### src/dpt_pkg.sv
// shared constants and types for the dual-port token latch host controller
package dpt_pkg;
  // clock and pin timing
  localparam int CLK_PERIOD_NS = 5;
  localparam int STROBE_NS = 20;
  localparam int STROBE_CYC = (STROBE_NS + CLK_PERIOD_NS - 1) / CLK_PERIOD_NS;
  localparam int TOKEN_RECOVERY_INTERVAL_NS = 15;
  localparam int RECOVERY_CYC =
    (TOKEN_RECOVERY_INTERVAL_NS + CLK_PERIOD_NS - 1) / CLK_PERIOD_NS;
  localparam int SYNC_WAIT_CYC = 3;
  localparam int CNT_W = 4;
  localparam logic [CNT_W-1:0] STROBE_CNT = CNT_W'(STROBE_CYC - 1);
  localparam logic [CNT_W-1:0] RECOVERY_CNT = CNT_W'(RECOVERY_CYC - 1);
  localparam logic [CNT_W-1:0] SAMPLE_CNT = CNT_W'(SYNC_WAIT_CYC - 1);
  localparam logic [CNT_W-1:0] CNT_ZERO = 4'h0;
  // port widths
  localparam int ADDR_W = 14;
  localparam int DATA_W = 18;
  localparam int TOKEN_IDX_W = 3;
  // bus
  localparam int AXI_AW = 8;
  localparam logic [AXI_AW-1:0] REG_CTRL = 8'h00;
  localparam logic [AXI_AW-1:0] REG_ADDR = 8'h04;
  localparam logic [AXI_AW-1:0] REG_WDATA = 8'h08;
  localparam logic [AXI_AW-1:0] REG_STATUS = 8'h0C;
  localparam logic [AXI_AW-1:0] REG_RDATA = 8'h10;
  localparam logic [1:0] RESP_OKAY = 2'h0;
  localparam logic [1:0] RESP_DECERR = 2'h3;
  // control register fields
  localparam int CTRL_START = 0;
  localparam int CTRL_OP_LSB = 1;
  localparam int CTRL_OP_MSB = 3;
  localparam int CTRL_HI = 4;
  localparam int CTRL_LO = 5;
  localparam int CTRL_CANCEL = 6;
  // status register fields
  localparam int ST_BUSY = 0;
  localparam int ST_DONE = 1;
  localparam int ST_OWNED = 2;
  localparam int ST_INT = 3;
  localparam int ST_PORT_BUSY = 4;
  // commands the controller can run on the port
  typedef enum logic [2:0] {
    OP_MEM_RD, OP_MEM_WR, OP_TOK_RD, OP_TOK_WR, OP_TOK_ACQ
  } dpt_op_t;
  // register selector
  typedef enum logic [2:0] {
    SEL_CTRL, SEL_ADDR, SEL_WDATA, SEL_STATUS, SEL_RDATA, SEL_NONE
  } dpt_sel_t;
endpackage

### src/dpt_seq_if.sv
// command and result carrier between the register front end and sequencer
`timescale 1ns/100ps
interface dpt_seq_if;
  import dpt_pkg::*;
  logic start;                 // one-cycle command pulse
  logic cancel;                // one-cycle pulse, stops an acquire poll
  dpt_op_t op;                 // command
  logic [ADDR_W-1:0] addr;     // word address or token index
  logic [DATA_W-1:0] wdata;    // write value
  logic hi_en;                 // use high byte lane
  logic lo_en;                 // use low byte lane
  logic busy;                  // sequencer active
  logic done;                  // one-cycle pulse at command end
  logic owned;                 // last command was an acquire that won the token
  logic [DATA_W-1:0] rdata;    // last captured read value
  logic int_lvl;               // synchronised interrupt pin, high = raised
  logic busy_lvl;              // synchronised busy pin, high = busy
  modport ctl (output start, cancel, op, addr, wdata, hi_en, lo_en,
    input busy, done, owned, rdata, int_lvl, busy_lvl);
  modport seq (input start, cancel, op, addr, wdata, hi_en, lo_en,
    output busy, done, owned, rdata, int_lvl, busy_lvl);
endinterface

### src/dpt_host.sv
// register front end and top of the dual-port token latch host controller
// What this block does
// - request token: write zero, read back
// - reading one means poll again
// - strobes high for recovery before token read
// - token select low, chip enable high
`timescale 1ns/100ps
module dpt_host (
  // clock and reset
  input wire logic mclk,
  input wire logic reset_n,
  // axi4-lite write address
  input wire logic [dpt_pkg::AXI_AW-1:0] s_axi_awaddr,
  input wire logic s_axi_awvalid,
  output logic s_axi_awready,
  // axi4-lite write data
  input wire logic [31:0] s_axi_wdata,
  input wire logic [3:0] s_axi_wstrb,
  input wire logic s_axi_wvalid,
  output logic s_axi_wready,
  // axi4-lite write response
  output logic [1:0] s_axi_bresp,
  output logic s_axi_bvalid,
  input wire logic s_axi_bready,
  // axi4-lite read address
  input wire logic [dpt_pkg::AXI_AW-1:0] s_axi_araddr,
  input wire logic s_axi_arvalid,
  output logic s_axi_arready,
  // axi4-lite read data
  output logic [31:0] s_axi_rdata,
  output logic [1:0] s_axi_rresp,
  output logic s_axi_rvalid,
  input wire logic s_axi_rready,
  // memory port pins
  output logic ce_n,
  output logic token_select_n,
  output logic rw_n,
  output logic oe_n,
  output logic high_lane_enable_n,
  output logic low_lane_enable_n,
  output logic [dpt_pkg::ADDR_W-1:0] port_addr,
  input wire logic [dpt_pkg::DATA_W-1:0] data_in,
  output logic [dpt_pkg::DATA_W-1:0] data_out,
  output logic data_oe,
  input wire logic int_n,
  input wire logic busy_n
);
  import dpt_pkg::*;

  // register selector shared by the read and write paths
  function automatic dpt_sel_t decode(input logic [AXI_AW-1:0] a);
    case (a)
      REG_CTRL: decode = SEL_CTRL;
      REG_ADDR: decode = SEL_ADDR;
      REG_WDATA: decode = SEL_WDATA;
      REG_STATUS: decode = SEL_STATUS;
      REG_RDATA: decode = SEL_RDATA;
      default: decode = SEL_NONE;
    endcase
  endfunction

  dpt_seq_if sif ();

  ////////////////////////////////////////////////////////////////////////////
  // bus and command state
  logic aw_got, next_aw_got;
  logic w_got, next_w_got;
  logic [AXI_AW-1:0] aw_q, next_aw_q;
  logic [31:0] w_q, next_w_q;
  logic [3:0] ws_q, next_ws_q;
  logic bvalid, next_bvalid;
  logic [1:0] bresp, next_bresp;
  logic rvalid, next_rvalid;
  logic [1:0] rresp, next_rresp;
  logic [31:0] rdata, next_rdata;
  dpt_op_t op, next_op;
  logic [ADDR_W-1:0] cmd_addr, next_cmd_addr;
  logic [DATA_W-1:0] cmd_wdata, next_cmd_wdata;
  logic hi_en, next_hi_en;
  logic lo_en, next_lo_en;
  logic start, next_start;
  logic cancel, next_cancel;
  logic done_flag, next_done_flag;   // sticky, cleared by status read
  logic [31:0] status;
  logic [31:0] merged;               // incoming word merged by strobes
  logic [31:0] cur;                  // current word of the written register

  // handshake readies: one write and one read in flight at most
  assign s_axi_awready = !aw_got && !bvalid;
  assign s_axi_wready = !w_got && !bvalid;
  assign s_axi_arready = !rvalid;

  // next values for the bus slave and command registers
  always_comb begin
    next_aw_got = aw_got;
    next_w_got = w_got;
    next_aw_q = aw_q;
    next_w_q = w_q;
    next_ws_q = ws_q;
    next_bvalid = bvalid && !s_axi_bready;
    next_bresp = bresp;
    next_rvalid = rvalid && !s_axi_rready;
    next_rresp = rresp;
    next_rdata = rdata;
    next_op = op;
    next_cmd_addr = cmd_addr;
    next_cmd_wdata = cmd_wdata;
    next_hi_en = hi_en;
    next_lo_en = lo_en;
    next_start = 1'b0;
    next_cancel = 1'b0;
    next_done_flag = done_flag;
    status = '0;
    status[ST_BUSY] = sif.busy;
    status[ST_DONE] = done_flag;
    status[ST_OWNED] = sif.owned;
    status[ST_INT] = sif.int_lvl;
    status[ST_PORT_BUSY] = sif.busy_lvl;
    case (decode(aw_q))
      SEL_CTRL: cur = {25'h0000000, 1'b0, lo_en, hi_en, op, 1'b0};
      SEL_ADDR: cur = {18'h00000, cmd_addr};
      SEL_WDATA: cur = {14'h0000, cmd_wdata};
      default: cur = '0;
    endcase
    for (int i = 0; i < 4; i++) begin
      merged[i*8 +: 8] = ws_q[i] ? w_q[i*8 +: 8] : cur[i*8 +: 8];
    end
    // address and data may arrive in either order
    if (s_axi_awvalid && s_axi_awready) begin
      next_aw_got = 1'b1;
      next_aw_q = s_axi_awaddr;
    end
    if (s_axi_wvalid && s_axi_wready) begin
      next_w_got = 1'b1;
      next_w_q = s_axi_wdata;
      next_ws_q = s_axi_wstrb;
    end
    if (aw_got && w_got) begin
      next_aw_got = 1'b0;
      next_w_got = 1'b0;
      next_bvalid = 1'b1;
      next_bresp = RESP_OKAY;
      case (decode(aw_q))
        SEL_CTRL: begin
          next_op = dpt_op_t'(merged[CTRL_OP_MSB:CTRL_OP_LSB]);
          next_hi_en = merged[CTRL_HI];
          next_lo_en = merged[CTRL_LO];
          // a start while busy is dropped; check busy in status first
          next_start = ws_q[0] && w_q[CTRL_START] && !sif.busy;
          next_cancel = ws_q[0] && w_q[CTRL_CANCEL];
        end
        SEL_ADDR: next_cmd_addr = merged[ADDR_W-1:0];
        SEL_WDATA: next_cmd_wdata = merged[DATA_W-1:0];
        SEL_STATUS, SEL_RDATA: next_bresp = RESP_OKAY;
        default: next_bresp = RESP_DECERR;
      endcase
    end
    if (s_axi_arvalid && s_axi_arready) begin
      next_rvalid = 1'b1;
      next_rresp = RESP_OKAY;
      case (decode(s_axi_araddr))
        SEL_CTRL: next_rdata = {25'h0000000, 1'b0, lo_en, hi_en, op, 1'b0};
        SEL_ADDR: next_rdata = {18'h00000, cmd_addr};
        SEL_WDATA: next_rdata = {14'h0000, cmd_wdata};
        SEL_STATUS: begin
          next_rdata = status;
          next_done_flag = 1'b0;
        end
        SEL_RDATA: next_rdata = {14'h0000, sif.rdata};
        default: begin
          next_rdata = '0;
          next_rresp = RESP_DECERR;
        end
      endcase
    end
    // a finish in the cycle of the status read still sets the flag
    if (sif.done) begin
      next_done_flag = 1'b1;
    end
  end

  // register bus and command state
  always_ff @(posedge mclk or negedge reset_n) begin
    if (!reset_n) begin
      aw_got <= 1'b0;
      w_got <= 1'b0;
      aw_q <= '0;
      w_q <= '0;
      ws_q <= '0;
      bvalid <= 1'b0;
      bresp <= RESP_OKAY;
      rvalid <= 1'b0;
      rresp <= RESP_OKAY;
      rdata <= '0;
      op <= OP_MEM_RD;
      cmd_addr <= '0;
      cmd_wdata <= '0;
      hi_en <= 1'b0;
      lo_en <= 1'b0;
      start <= 1'b0;
      cancel <= 1'b0;
      done_flag <= 1'b0;
    end else begin
      aw_got <= next_aw_got;
      w_got <= next_w_got;
      aw_q <= next_aw_q;
      w_q <= next_w_q;
      ws_q <= next_ws_q;
      bvalid <= next_bvalid;
      bresp <= next_bresp;
      rvalid <= next_rvalid;
      rresp <= next_rresp;
      rdata <= next_rdata;
      op <= next_op;
      cmd_addr <= next_cmd_addr;
      cmd_wdata <= next_cmd_wdata;
      hi_en <= next_hi_en;
      lo_en <= next_lo_en;
      start <= next_start;
      cancel <= next_cancel;
      done_flag <= next_done_flag;
    end
  end

  assign s_axi_bvalid = bvalid;
  assign s_axi_bresp = bresp;
  assign s_axi_rvalid = rvalid;
  assign s_axi_rresp = rresp;
  assign s_axi_rdata = rdata;
  assign sif.start = start;
  assign sif.cancel = cancel;
  assign sif.op = op;
  assign sif.addr = cmd_addr;
  assign sif.wdata = cmd_wdata;
  assign sif.hi_en = hi_en;
  assign sif.lo_en = lo_en;

  ////////////////////////////////////////////////////////////////////////////
  // pin sequencer
  dpt_seq u_seq (
    .mclk(mclk),
    .reset_n(reset_n),
    .cmd(sif.seq),
    .ce_n(ce_n),
    .token_select_n(token_select_n),
    .rw_n(rw_n),
    .oe_n(oe_n),
    .high_lane_enable_n(high_lane_enable_n),
    .low_lane_enable_n(low_lane_enable_n),
    .port_addr(port_addr),
    .data_in(data_in),
    .data_out(data_out),
    .data_oe(data_oe),
    .int_n(int_n),
    .busy_n(busy_n)
  );
endmodule

### src/dpt_seq.sv
// pin sequencer that drives one port of the dual-port memory
`timescale 1ns/100ps
module dpt_seq (
  // clock and reset
  input wire logic mclk,
  input wire logic reset_n,
  // command side
  dpt_seq_if.seq cmd,
  // port pins
  output logic ce_n,
  output logic token_select_n,
  output logic rw_n,
  output logic oe_n,
  output logic high_lane_enable_n,
  output logic low_lane_enable_n,
  output logic [dpt_pkg::ADDR_W-1:0] port_addr,
  input wire logic [dpt_pkg::DATA_W-1:0] data_in,
  output logic [dpt_pkg::DATA_W-1:0] data_out,
  output logic data_oe,
  input wire logic int_n,
  input wire logic busy_n
);
  import dpt_pkg::*;

  typedef enum {S_IDLE, S_SETUP, S_STROBE, S_SAMPLE, S_RECOVER} dpt_state_t;

  ////////////////////////////////////////////////////////////////////////////
  // three-stage input synchronisers; stage one feeds stage two only
  logic [DATA_W+1:0] sync1, sync2, sync3;
  always_ff @(posedge mclk or negedge reset_n) begin
    if (!reset_n) begin
      sync1 <= '1;
      sync2 <= '1;
      sync3 <= '1;
    end else begin
      sync1 <= {busy_n, int_n, data_in};
      sync2 <= sync1;
      sync3 <= sync2;
    end
  end
  logic stable;                // stages two and three agree
  assign stable = (sync2 == sync3);

  ////////////////////////////////////////////////////////////////////////////
  // sequencer state
  dpt_state_t state, next_state;
  logic [CNT_W-1:0] cnt, next_cnt;
  logic tok, next_tok;         // token access, not memory
  logic is_wr, next_is_wr;     // current access writes
  logic acq, next_acq;         // running an acquire
  logic withdraw, next_withdraw; // acquire cancelled, writing one
  logic cancel_pend, next_cancel_pend;
  logic [DATA_W-1:0] wval, next_wval;
  logic [DATA_W-1:0] rval, next_rval;
  logic owned, next_owned;
  logic done, next_done;
  logic int_lvl, next_int_lvl;
  logic busy_lvl, next_busy_lvl;
  logic [ADDR_W-1:0] addr_q, next_addr_q;
  logic hi_q, next_hi_q;
  logic lo_q, next_lo_q;
  // pin images
  logic next_ce_n, next_tsel_n, next_rw_n, next_oe_n;
  logic next_ub_n, next_lb_n, next_doe;
  logic [DATA_W-1:0] next_dout;
  logic strobe;

  // next-state logic for the access sequence
  always_comb begin
    next_state = state;
    next_cnt = (cnt == CNT_ZERO) ? CNT_ZERO : cnt - 4'h1;
    next_tok = tok;
    next_is_wr = is_wr;
    next_acq = acq;
    next_withdraw = withdraw;
    next_cancel_pend = cancel_pend | (acq & cmd.cancel);
    next_wval = wval;
    next_rval = rval;
    next_owned = owned;
    next_done = 1'b0;
    next_addr_q = addr_q;
    next_hi_q = hi_q;
    next_lo_q = lo_q;
    // pin levels only move the outer state once they agree twice
    next_int_lvl = stable ? ~sync3[DATA_W] : int_lvl;
    next_busy_lvl = stable ? ~sync3[DATA_W+1] : busy_lvl;
    case (state)
      S_IDLE: begin
        next_cancel_pend = 1'b0;
        if (cmd.start) begin
          next_state = S_SETUP;
          next_tok = (cmd.op != OP_MEM_RD) && (cmd.op != OP_MEM_WR);
          next_is_wr = (cmd.op == OP_MEM_WR) || (cmd.op == OP_TOK_WR) ||
                       (cmd.op == OP_TOK_ACQ);
          next_acq = (cmd.op == OP_TOK_ACQ);
          next_withdraw = 1'b0;
          next_addr_q = cmd.addr;
          next_hi_q = cmd.hi_en;
          next_lo_q = cmd.lo_en;
          next_wval = (cmd.op == OP_TOK_ACQ) ? '0 : cmd.wdata;
          if (cmd.op == OP_TOK_ACQ) begin
            next_owned = 1'b0;
          end
        end
      end
      S_SETUP: begin
        next_state = S_STROBE;
        next_cnt = STROBE_CNT;
      end
      S_STROBE: begin
        if (cnt == CNT_ZERO) begin
          // reads keep the strobe low until the synchronised data settles
          next_state = is_wr ? S_RECOVER : S_SAMPLE;
          next_cnt = is_wr ? RECOVERY_CNT : SAMPLE_CNT;
        end
      end
      S_SAMPLE: begin
        if (cnt == CNT_ZERO && stable) begin
          next_rval = sync3[DATA_W-1:0];
          next_state = S_RECOVER;
          next_cnt = RECOVERY_CNT;
        end
      end
      S_RECOVER: begin
        // strobes stay high for the recovery interval
        if (cnt == CNT_ZERO) begin
          if (acq && !withdraw && is_wr) begin
            // read back after the request write
            next_is_wr = 1'b0;
            next_state = S_SETUP;
          end else if (acq && !withdraw && rval[0] && !cancel_pend) begin
            // other side owns it, poll again
            next_state = S_SETUP;
          end else if (acq && !withdraw && rval[0]) begin
            // cancelled while polling: withdraw the claim with a one
            next_withdraw = 1'b1;
            next_is_wr = 1'b1;
            next_wval = {DATA_W{1'b1}};
            next_state = S_SETUP;
          end else begin
            next_owned = acq && !withdraw && !rval[0];
            next_done = 1'b1;
            next_acq = 1'b0;
            next_state = S_IDLE;
          end
        end
      end
      default: next_state = S_IDLE;
    endcase
    strobe = (next_state == S_STROBE) || (next_state == S_SAMPLE);
    // tokens use their own select with chip enable high
    next_ce_n = ~(strobe & ~next_tok);
    next_tsel_n = ~(strobe & next_tok);
    next_rw_n = ~(strobe & next_is_wr);
    next_oe_n = ~(strobe & ~next_is_wr);
    // token accesses keep both lanes off; memory uses the chosen lanes
    next_ub_n = ~(strobe & ~next_tok & next_hi_q);
    next_lb_n = ~(strobe & ~next_tok & next_lo_q);
    next_doe = next_is_wr && (next_state == S_SETUP || strobe);
    next_dout = next_wval;
  end

  // register the sequence state and the pins
  always_ff @(posedge mclk or negedge reset_n) begin
    if (!reset_n) begin
      state <= S_IDLE;
      cnt <= CNT_ZERO;
      tok <= 1'b0;
      is_wr <= 1'b0;
      acq <= 1'b0;
      withdraw <= 1'b0;
      cancel_pend <= 1'b0;
      wval <= '0;
      rval <= '0;
      owned <= 1'b0;
      done <= 1'b0;
      int_lvl <= 1'b0;
      busy_lvl <= 1'b0;
      addr_q <= '0;
      hi_q <= 1'b0;
      lo_q <= 1'b0;
      ce_n <= 1'b1;
      token_select_n <= 1'b1;
      rw_n <= 1'b1;
      oe_n <= 1'b1;
      high_lane_enable_n <= 1'b1;
      low_lane_enable_n <= 1'b1;
      port_addr <= '0;
      data_out <= '0;
      data_oe <= 1'b0;
    end else begin
      state <= next_state;
      cnt <= next_cnt;
      tok <= next_tok;
      is_wr <= next_is_wr;
      acq <= next_acq;
      withdraw <= next_withdraw;
      cancel_pend <= next_cancel_pend;
      wval <= next_wval;
      rval <= next_rval;
      owned <= next_owned;
      done <= next_done;
      int_lvl <= next_int_lvl;
      busy_lvl <= next_busy_lvl;
      addr_q <= next_addr_q;
      hi_q <= next_hi_q;
      lo_q <= next_lo_q;
      ce_n <= next_ce_n;
      token_select_n <= next_tsel_n;
      rw_n <= next_rw_n;
      oe_n <= next_oe_n;
      high_lane_enable_n <= next_ub_n;
      low_lane_enable_n <= next_lb_n;
      port_addr <= next_addr_q;
      data_out <= next_dout;
      data_oe <= next_doe;
    end
  end

  assign cmd.busy = (state != S_IDLE);
  assign cmd.done = done;
  assign cmd.owned = owned;
  assign cmd.rdata = rval;
  assign cmd.int_lvl = int_lvl;
  assign cmd.busy_lvl = busy_lvl;
endmodule

### config.mk
export PLATFORM = sky130hd
export DESIGN_NAME = dpt_host
export DESIGN_NICKNAME = d
export VERILOG_FILES = /design/src/dpt_pkg.sv /design/src/dpt_seq_if.sv /design/src/dpt_host.sv /design/src/dpt_seq.sv
export SDC_FILE = /design/constraint.sdc
export NUM_CORES = 1
export LEC_CHECK = 0
export BUFFER_PORTS_ARGS = -buffer_cell sky130_fd_sc_hd__buf_4
export CORE_ASPECT_RATIO = 1.25
export CORE_MARGIN = 8
export CORE_UTILIZATION = 40
export CTS_BUF_LIST = sky130_fd_sc_hd__clkbuf_16
export DETAILED_ROUTE_END_ITERATION = 8
export HOLD_SLACK_MARGIN = 0.1
export PLACE_DENSITY = 0.61
export SLEW_MARGIN = 5
export SYNTH_ARGS = -nofsm -noshare
export SYNTH_HDL_FRONTEND = slang
export SYNTH_SLANG_ARGS = --single-unit
### constraint.sdc
create_clock -name mclk -period 3.1 [get_ports mclk]
set_input_delay 0.31 -clock mclk [delete_from_list [all_inputs] [get_ports mclk]]
set_output_delay 0.31 -clock mclk [all_outputs]
set_load 0.05 [all_outputs]
**Word-level counts from Yosys, hierarchy flattened**

Index checks and enable logic that the tools add are counted.

- Bits in registers: 273
- Input bits: 79
- Output and inout bits: 80
- Word-level logic and storage cells: 245

- Add/sub/neg operators: 1
- Equal/unequal tests: 39
- Mux-type cells: 81
- Bitwise operators: 18
- Reduce and logical (&&, ||, !) cells: 60

Operators with widths:

| operator | count |
|---|---|
| $mux W32 | 6 |
| $pmux W32 S5 | 1 |
| $mux W18 | 6 |
| $eq A32 B2 Y1 const B | 3 |
| $eq A32 B3 Y1 const B | 3 |
| $pmux W18 S5 | 1 |
| $pmux W18 S3 | 1 |
| $mux W1 | 47 |
| $pmux W18 S2 | 1 |
| $eq A32 B1 Y1 const B | 1 |
| $eq A8 B4 Y1 const B | 4 |
| $logic_not A32 Y1 | 1 |
| $reduce_bool A32 Y1 | 1 |
| $pmux W3 S5 | 2 |
| $eq A20 B20 Y1 | 1 |
| $logic_and A1 B1 Y1 | 19 |
| $eq A3 B2 Y1 const B | 6 |
| $eq A8 B3 Y1 const B | 2 |
| $eq A8 B5 Y1 const B | 2 |
| $logic_not A8 Y1 | 2 |
| $mux W8 | 2 |
| $eq A3 B1 Y1 const B | 4 |
| $mux W4 | 3 |
| $ne A2 B2 Y1 const B | 6 |
| 22 further kinds | 74 |

**Longest topological paths before layout**

- Word-level depth: 13
- Depth in mapped cells: 8
- Depth with buffers taken out: 6

**Hierarchy**

A second synthesis with hierarchy kept.

- Cell total of the unflattened synthesis: 804
- Area total of the unflattened synthesis: 10197.3 sq um

By module, submodules not included:

| module | times used | cells an instance | area each (sq um) | seq. area each (sq um) |
|---|---|---|---|---|
| dpt_seq | 1 | 403 | 5773.0 | 4186.5 |
| dpt_host | 1 | 401 | 4424.2 | 2327.2 |

**Least setup slack after synthesis**

Ideal clock, no wire load.

- Kind: reg-to-reg
- Start point: register bvalid, in the netlist s_axi_bvalid
- End point: register w_q[0]
- Setup time: 0.125 ns
- Arrival: 2.406 ns
- Data required time: 2.975 ns
- Setup slack: 0.569 ns
- Cell stages (with the launch flop): 6
- Buffers on the path: 2
- Clock period less this slack: 2.531 ns
- Cells stage by stage: dfrtp_1 > nor2_1 > and2_1 > clkbuf_1 > buf_1 > mux2_2

- Cells in the longest elaborated chain, start to end: 3

RTL lines:

| what | RTL line | RTL |
|---|---|---|
| start: declaration | dpt_host.sv:71 | `logic bvalid, next_bvalid;` |
| start signal: assignment | dpt_host.sv:209 | `bvalid <= next_bvalid;` |
| $logic_not A1 Y1 | dpt_host.sv:90 | `assign s_axi_wready = !w_got && !bvalid;` |
| $logic_and A1 B1 Y1 | dpt_host.sv:90 |  |
| named net s_axi_wready | dpt_host.sv:20 | `output logic s_axi_wready,` |
| $logic_and A1 B1 Y1 | dpt_host.sv:133 | `if (s_axi_wvalid && s_axi_wready) begin` |
| end signal: assignment | dpt_host.sv:207 | `w_q <= next_w_q;` |
| end: declaration | dpt_host.sv:69 | `logic [31:0] w_q, next_w_q;` |

The timed path passes the listed nets, and every way through them passes these cells.
A chain may end at the register's enable or synchronous reset.

**Worst setup path in the final report**

- Start point: register aw_q[0]
- End point: register cmd_addr[5]

- Cells in the longest elaborated chain, start to end: 5
- Elaborated cells between the ends (all ways): 14
- Those cells by class: eq/ne (7); mux (4); reduce/logical (3)

RTL lines:

| what | RTL line | RTL |
|---|---|---|
| start: declaration | dpt_host.sv:68 | `logic [AXI_AW-1:0] aw_q, next_aw_q;` |
| start signal: assignment | dpt_host.sv:206 | `aw_q <= next_aw_q;` |
| $eq A8 B5 Y1 (tied with other cells) | dpt_host.sv:52 | `case (a)` |
| $pmux W3 S5 (*) | dpt_host.sv:52 |  |
| $eq A3 B2 Y1 (tied with other cells) | dpt_host.sv:119 | `case (decode(aw_q))` |
| $pmux W18 S3 or $eq A3 B1 Y1 (tied branches) | dpt_host.sv:119, dpt_host.sv:143 |  |
| $mux W8 or $reduce_and A2 Y1 (tied branches) | -- |  |
| end signal: assignment | dpt_host.sv:215 | `cmd_addr <= next_cmd_addr;` |
| end: declaration | dpt_host.sv:77 | `logic [ADDR_W-1:0] cmd_addr, next_cmd_addr;` |

Every way passes the cells marked *; elsewhere a longest branch is shown, timed or not. The select of a mux whose other input is x is not followed.

==> out/qor.yml <==
period_share_pct: 83.8
synth_edf_count: 0
synth_compound_area_share_pct: 10.7
htree_num_levels: 1
critical_path.reg2reg.startpoint: "aw_q[0]"
initialDrtViolationCount: 398
critPathRequiredTime_ps: 3520
port_buffers: 129
clockRootBuffer: "clkbuf_16"
cp_max_fo: 15
crit_path_end_kind: "register"
place_hpwl_um: 16700
die-area_sq_um: 30300
synth_top_family_by_area: "compound AO/OA/AOI/OAI gates"
worstHoldStart: "s_axi_araddr[2]"
tightest_slew_ps: 811
cts_setup_buffers: 0
outcome: "completed"
p_leak_nw: 5.79
seq_area_sq_um: 6510
r2r-end: "cmd_addr[5]"
grt_pass1_wl_um: 38000
synth.distinct_cells: 64
synthSimpleGateAreaFrac_pct: 10.0
min_to: "done_flag"
drc: 0
cts.sinks: 257
die_h_um: 193
synth_fa_ha_area_share_pct: 0
antenna_found_initial: 1
clkLatencyLatePin_ps: 530
synth_common_cells: "191 x dfrtp_1, 76 x mux2_2, 66 x dfstp_2, 63 x nor2_1, 60 x nand2_1"
numCtsBuffers: 26
fp.coreArea_sq_um: 24500
power.total_w: 0.00850
tns_ps: 0
ant_nets: 0
startpoint_type: "register"
nets: 1081
n_fill_cell: 2184
hp-class: "in2reg"
synthMuxAreaShare_pct: 9.16
synth_seq_cells: 257
die-width_um: 157
hold_viol_final: 0
yosysWarnings: 0
cts_tree: "built"
drt_wl_total_um: 23400
overflow: 0
fin_crit_ps: 2600
drive_gt1_share_pct: 34.1
synth_area_leader_cell: "dfrtp_1"
synth_top_area_share_pct: 47.8
synth_flop_cell: "dfrtp_1"
critPathKind: "reg2reg"
path_clk_slew_ps: 60
rr_worst_depth: 6
finClkSkew_ps: 11.4
area_growth_pct: 27.9
vias_per_cell: 4.95
grtUsageTotal_pct: 15.7
setup_violations: 0
cts_buffer_depth: 3
async_flop_share_pct: 100
grt_setup_unrepaired: "false"
io_pins: 159
drv_slew: 0
min_delay_path_depth: 3
grt_max_degree: 99
hold_buffers: 52
yosys.cell_count.top_type: "dfrtp_1"
gp_congestion: 0.842
crit_arrival_ps: 3020
multi_input_area_sq_um: 3350
initial_core_util_pct: 40.8
cts_resized: 0
vias: 6689
r2r_slack_ps: 500
wl_per_cell_um: 17.3
syn_area_per_cell_sq_um: 12.8
grt_pass1_vias: 6983
syn_inst: 783
synth-xor-area-share_pct: 1.75
rows: 64
drv_cap: 0
p_per_area_nw_per_um2: 665
drt_first_pass_iters: 8
slew_headroom_pct: 45.8
antenna_cells: 0
syn-cell-area_sq_um: 10000
fmax_mhz: 385
synthTopCellsByArea: "dfrtp_1 48%, dfstp_2 17%, mux2_2 8.6%, a21oi_1 2.6%, nor2_1 2.4%"
vdd_drop_max_mv: 0.377
synth_seq_area_share_pct: 65.1
## final cells by class
cell class	count	share of cell area (%)
Tap cell	330	3.23
Sequential cell	257	50.9
Inverter	10	0.294
Clock inverter	20	0.763
Multi-Input combinational cell	507	26.2
Clock buffer	28	5.48
Timing Repair Buffer	200	13.1
## cell families (layout without fill, tap and decap cells)
family	Yosys count	count (layout)
and+or+nand+nor	202	202
other	1	43
muxes	82	82
AOI/OAI and AO/OA	160	160
DFF	257	257
xor gates and xnor gates	20	20
buffers and inverters	61	258
## cell usage in the layout (no fill, tap or decap), types with 28 or more instances in the layout
cell type,instances
clkbuf_16,28
dfrtp_1,191
dlygate4sd3_1,52
mux2_2,76
buf_4,144
nand2_1,60
o21ai_0,35
dfstp_2,66
a21oi_1,51
nor2_1,63
conb_1,43
## critical path, stage by stage (launching register included)
cell and delay, ps:
dfrtp_1 370, or4_1 550, or3_1 540, buf_4 260
nor3b_2 180, buf_4 230, mux2_2 350
## where the power goes
group | total [W] | internal, W | switching, W
registers | 0.00428 | 0.00381 | 0.000474
logic | 0.00132 | 0.000614 | 0.000708
clock network | 0.00290 | 0.00162 | 0.00128
## flip-flops by register name, indices dropped and copies added, names as in the netlist, 3 cells and up
| register | cells |
|---|---|
| u_seq.cmd.rdata | 18 |
| u_seq.sync2 | 20 |
| cmd_wdata | 18 |
| u_seq.sync1 | 20 |
| ws_q | 3 |
| s_axi_rdata | 18 |
| cmd_addr | 14 |
| aw_q | 8 |
| u_seq.sync3 | 20 |
| u_seq.data_out | 18 |
| u_seq.cnt | 4 |
| op | 3 |
| w_q | 18 |
| u_seq.state | 32 |
| u_seq.port_addr | 14 |
## how the worst max path moves through the flow
| stage | startpoint | endpoint | slack, ps | cells past startpoint |
|---|---|---|---|---|
| floorplan | s_axi_bvalid | w_q[0] | 570 | 5 |
| global placement | aw_q[0] | cmd_addr[5] | 540 | 6 |
| detailed placement | aw_q[0] | cmd_addr[5] | 520 | 6 |
| CTS | aw_q[0] | cmd_addr[5] | 500 | 6 |
| global route | aw_q[0] | cmd_addr[5] | 350 | 6 |
| finish | aw_q[0] | cmd_addr[5] | 500 | 6 |
## stage by stage
| stage | hold WS [ps] | instances | cell area [sq um] | utilization (%) | worst slack (ps) |
|---|---|---|---|---|---|
| floorplan | 14.4 | 825 | 10200 | - | 569 |
| global placement | 343 | 1252 | 11500 | 46.8 | 536 |
| detailed placement | 344 | 1252 | 11500 | 46.8 | 524 |
| CTS | 147 | 1352 | 12800 | 52.2 | 505 |
| global route | 179 | 1352 | 12800 | 52.2 | 355 |
| finish | 163 | 1352 | 12800 | 52.2 | 502 |
## metal layers
layer | part of all wire, % | global-route usage, % | wire [um]
met4 | 2.2 | 4.29 | 517
met5 | 0.056 | 0 | 13
met2 | 48 | 26.3 | 11200
met1 | 43 | 20.4 | 10100
met3 | 6.5 | 3.27 | 1520
Power figures use the tool's default switching activity.
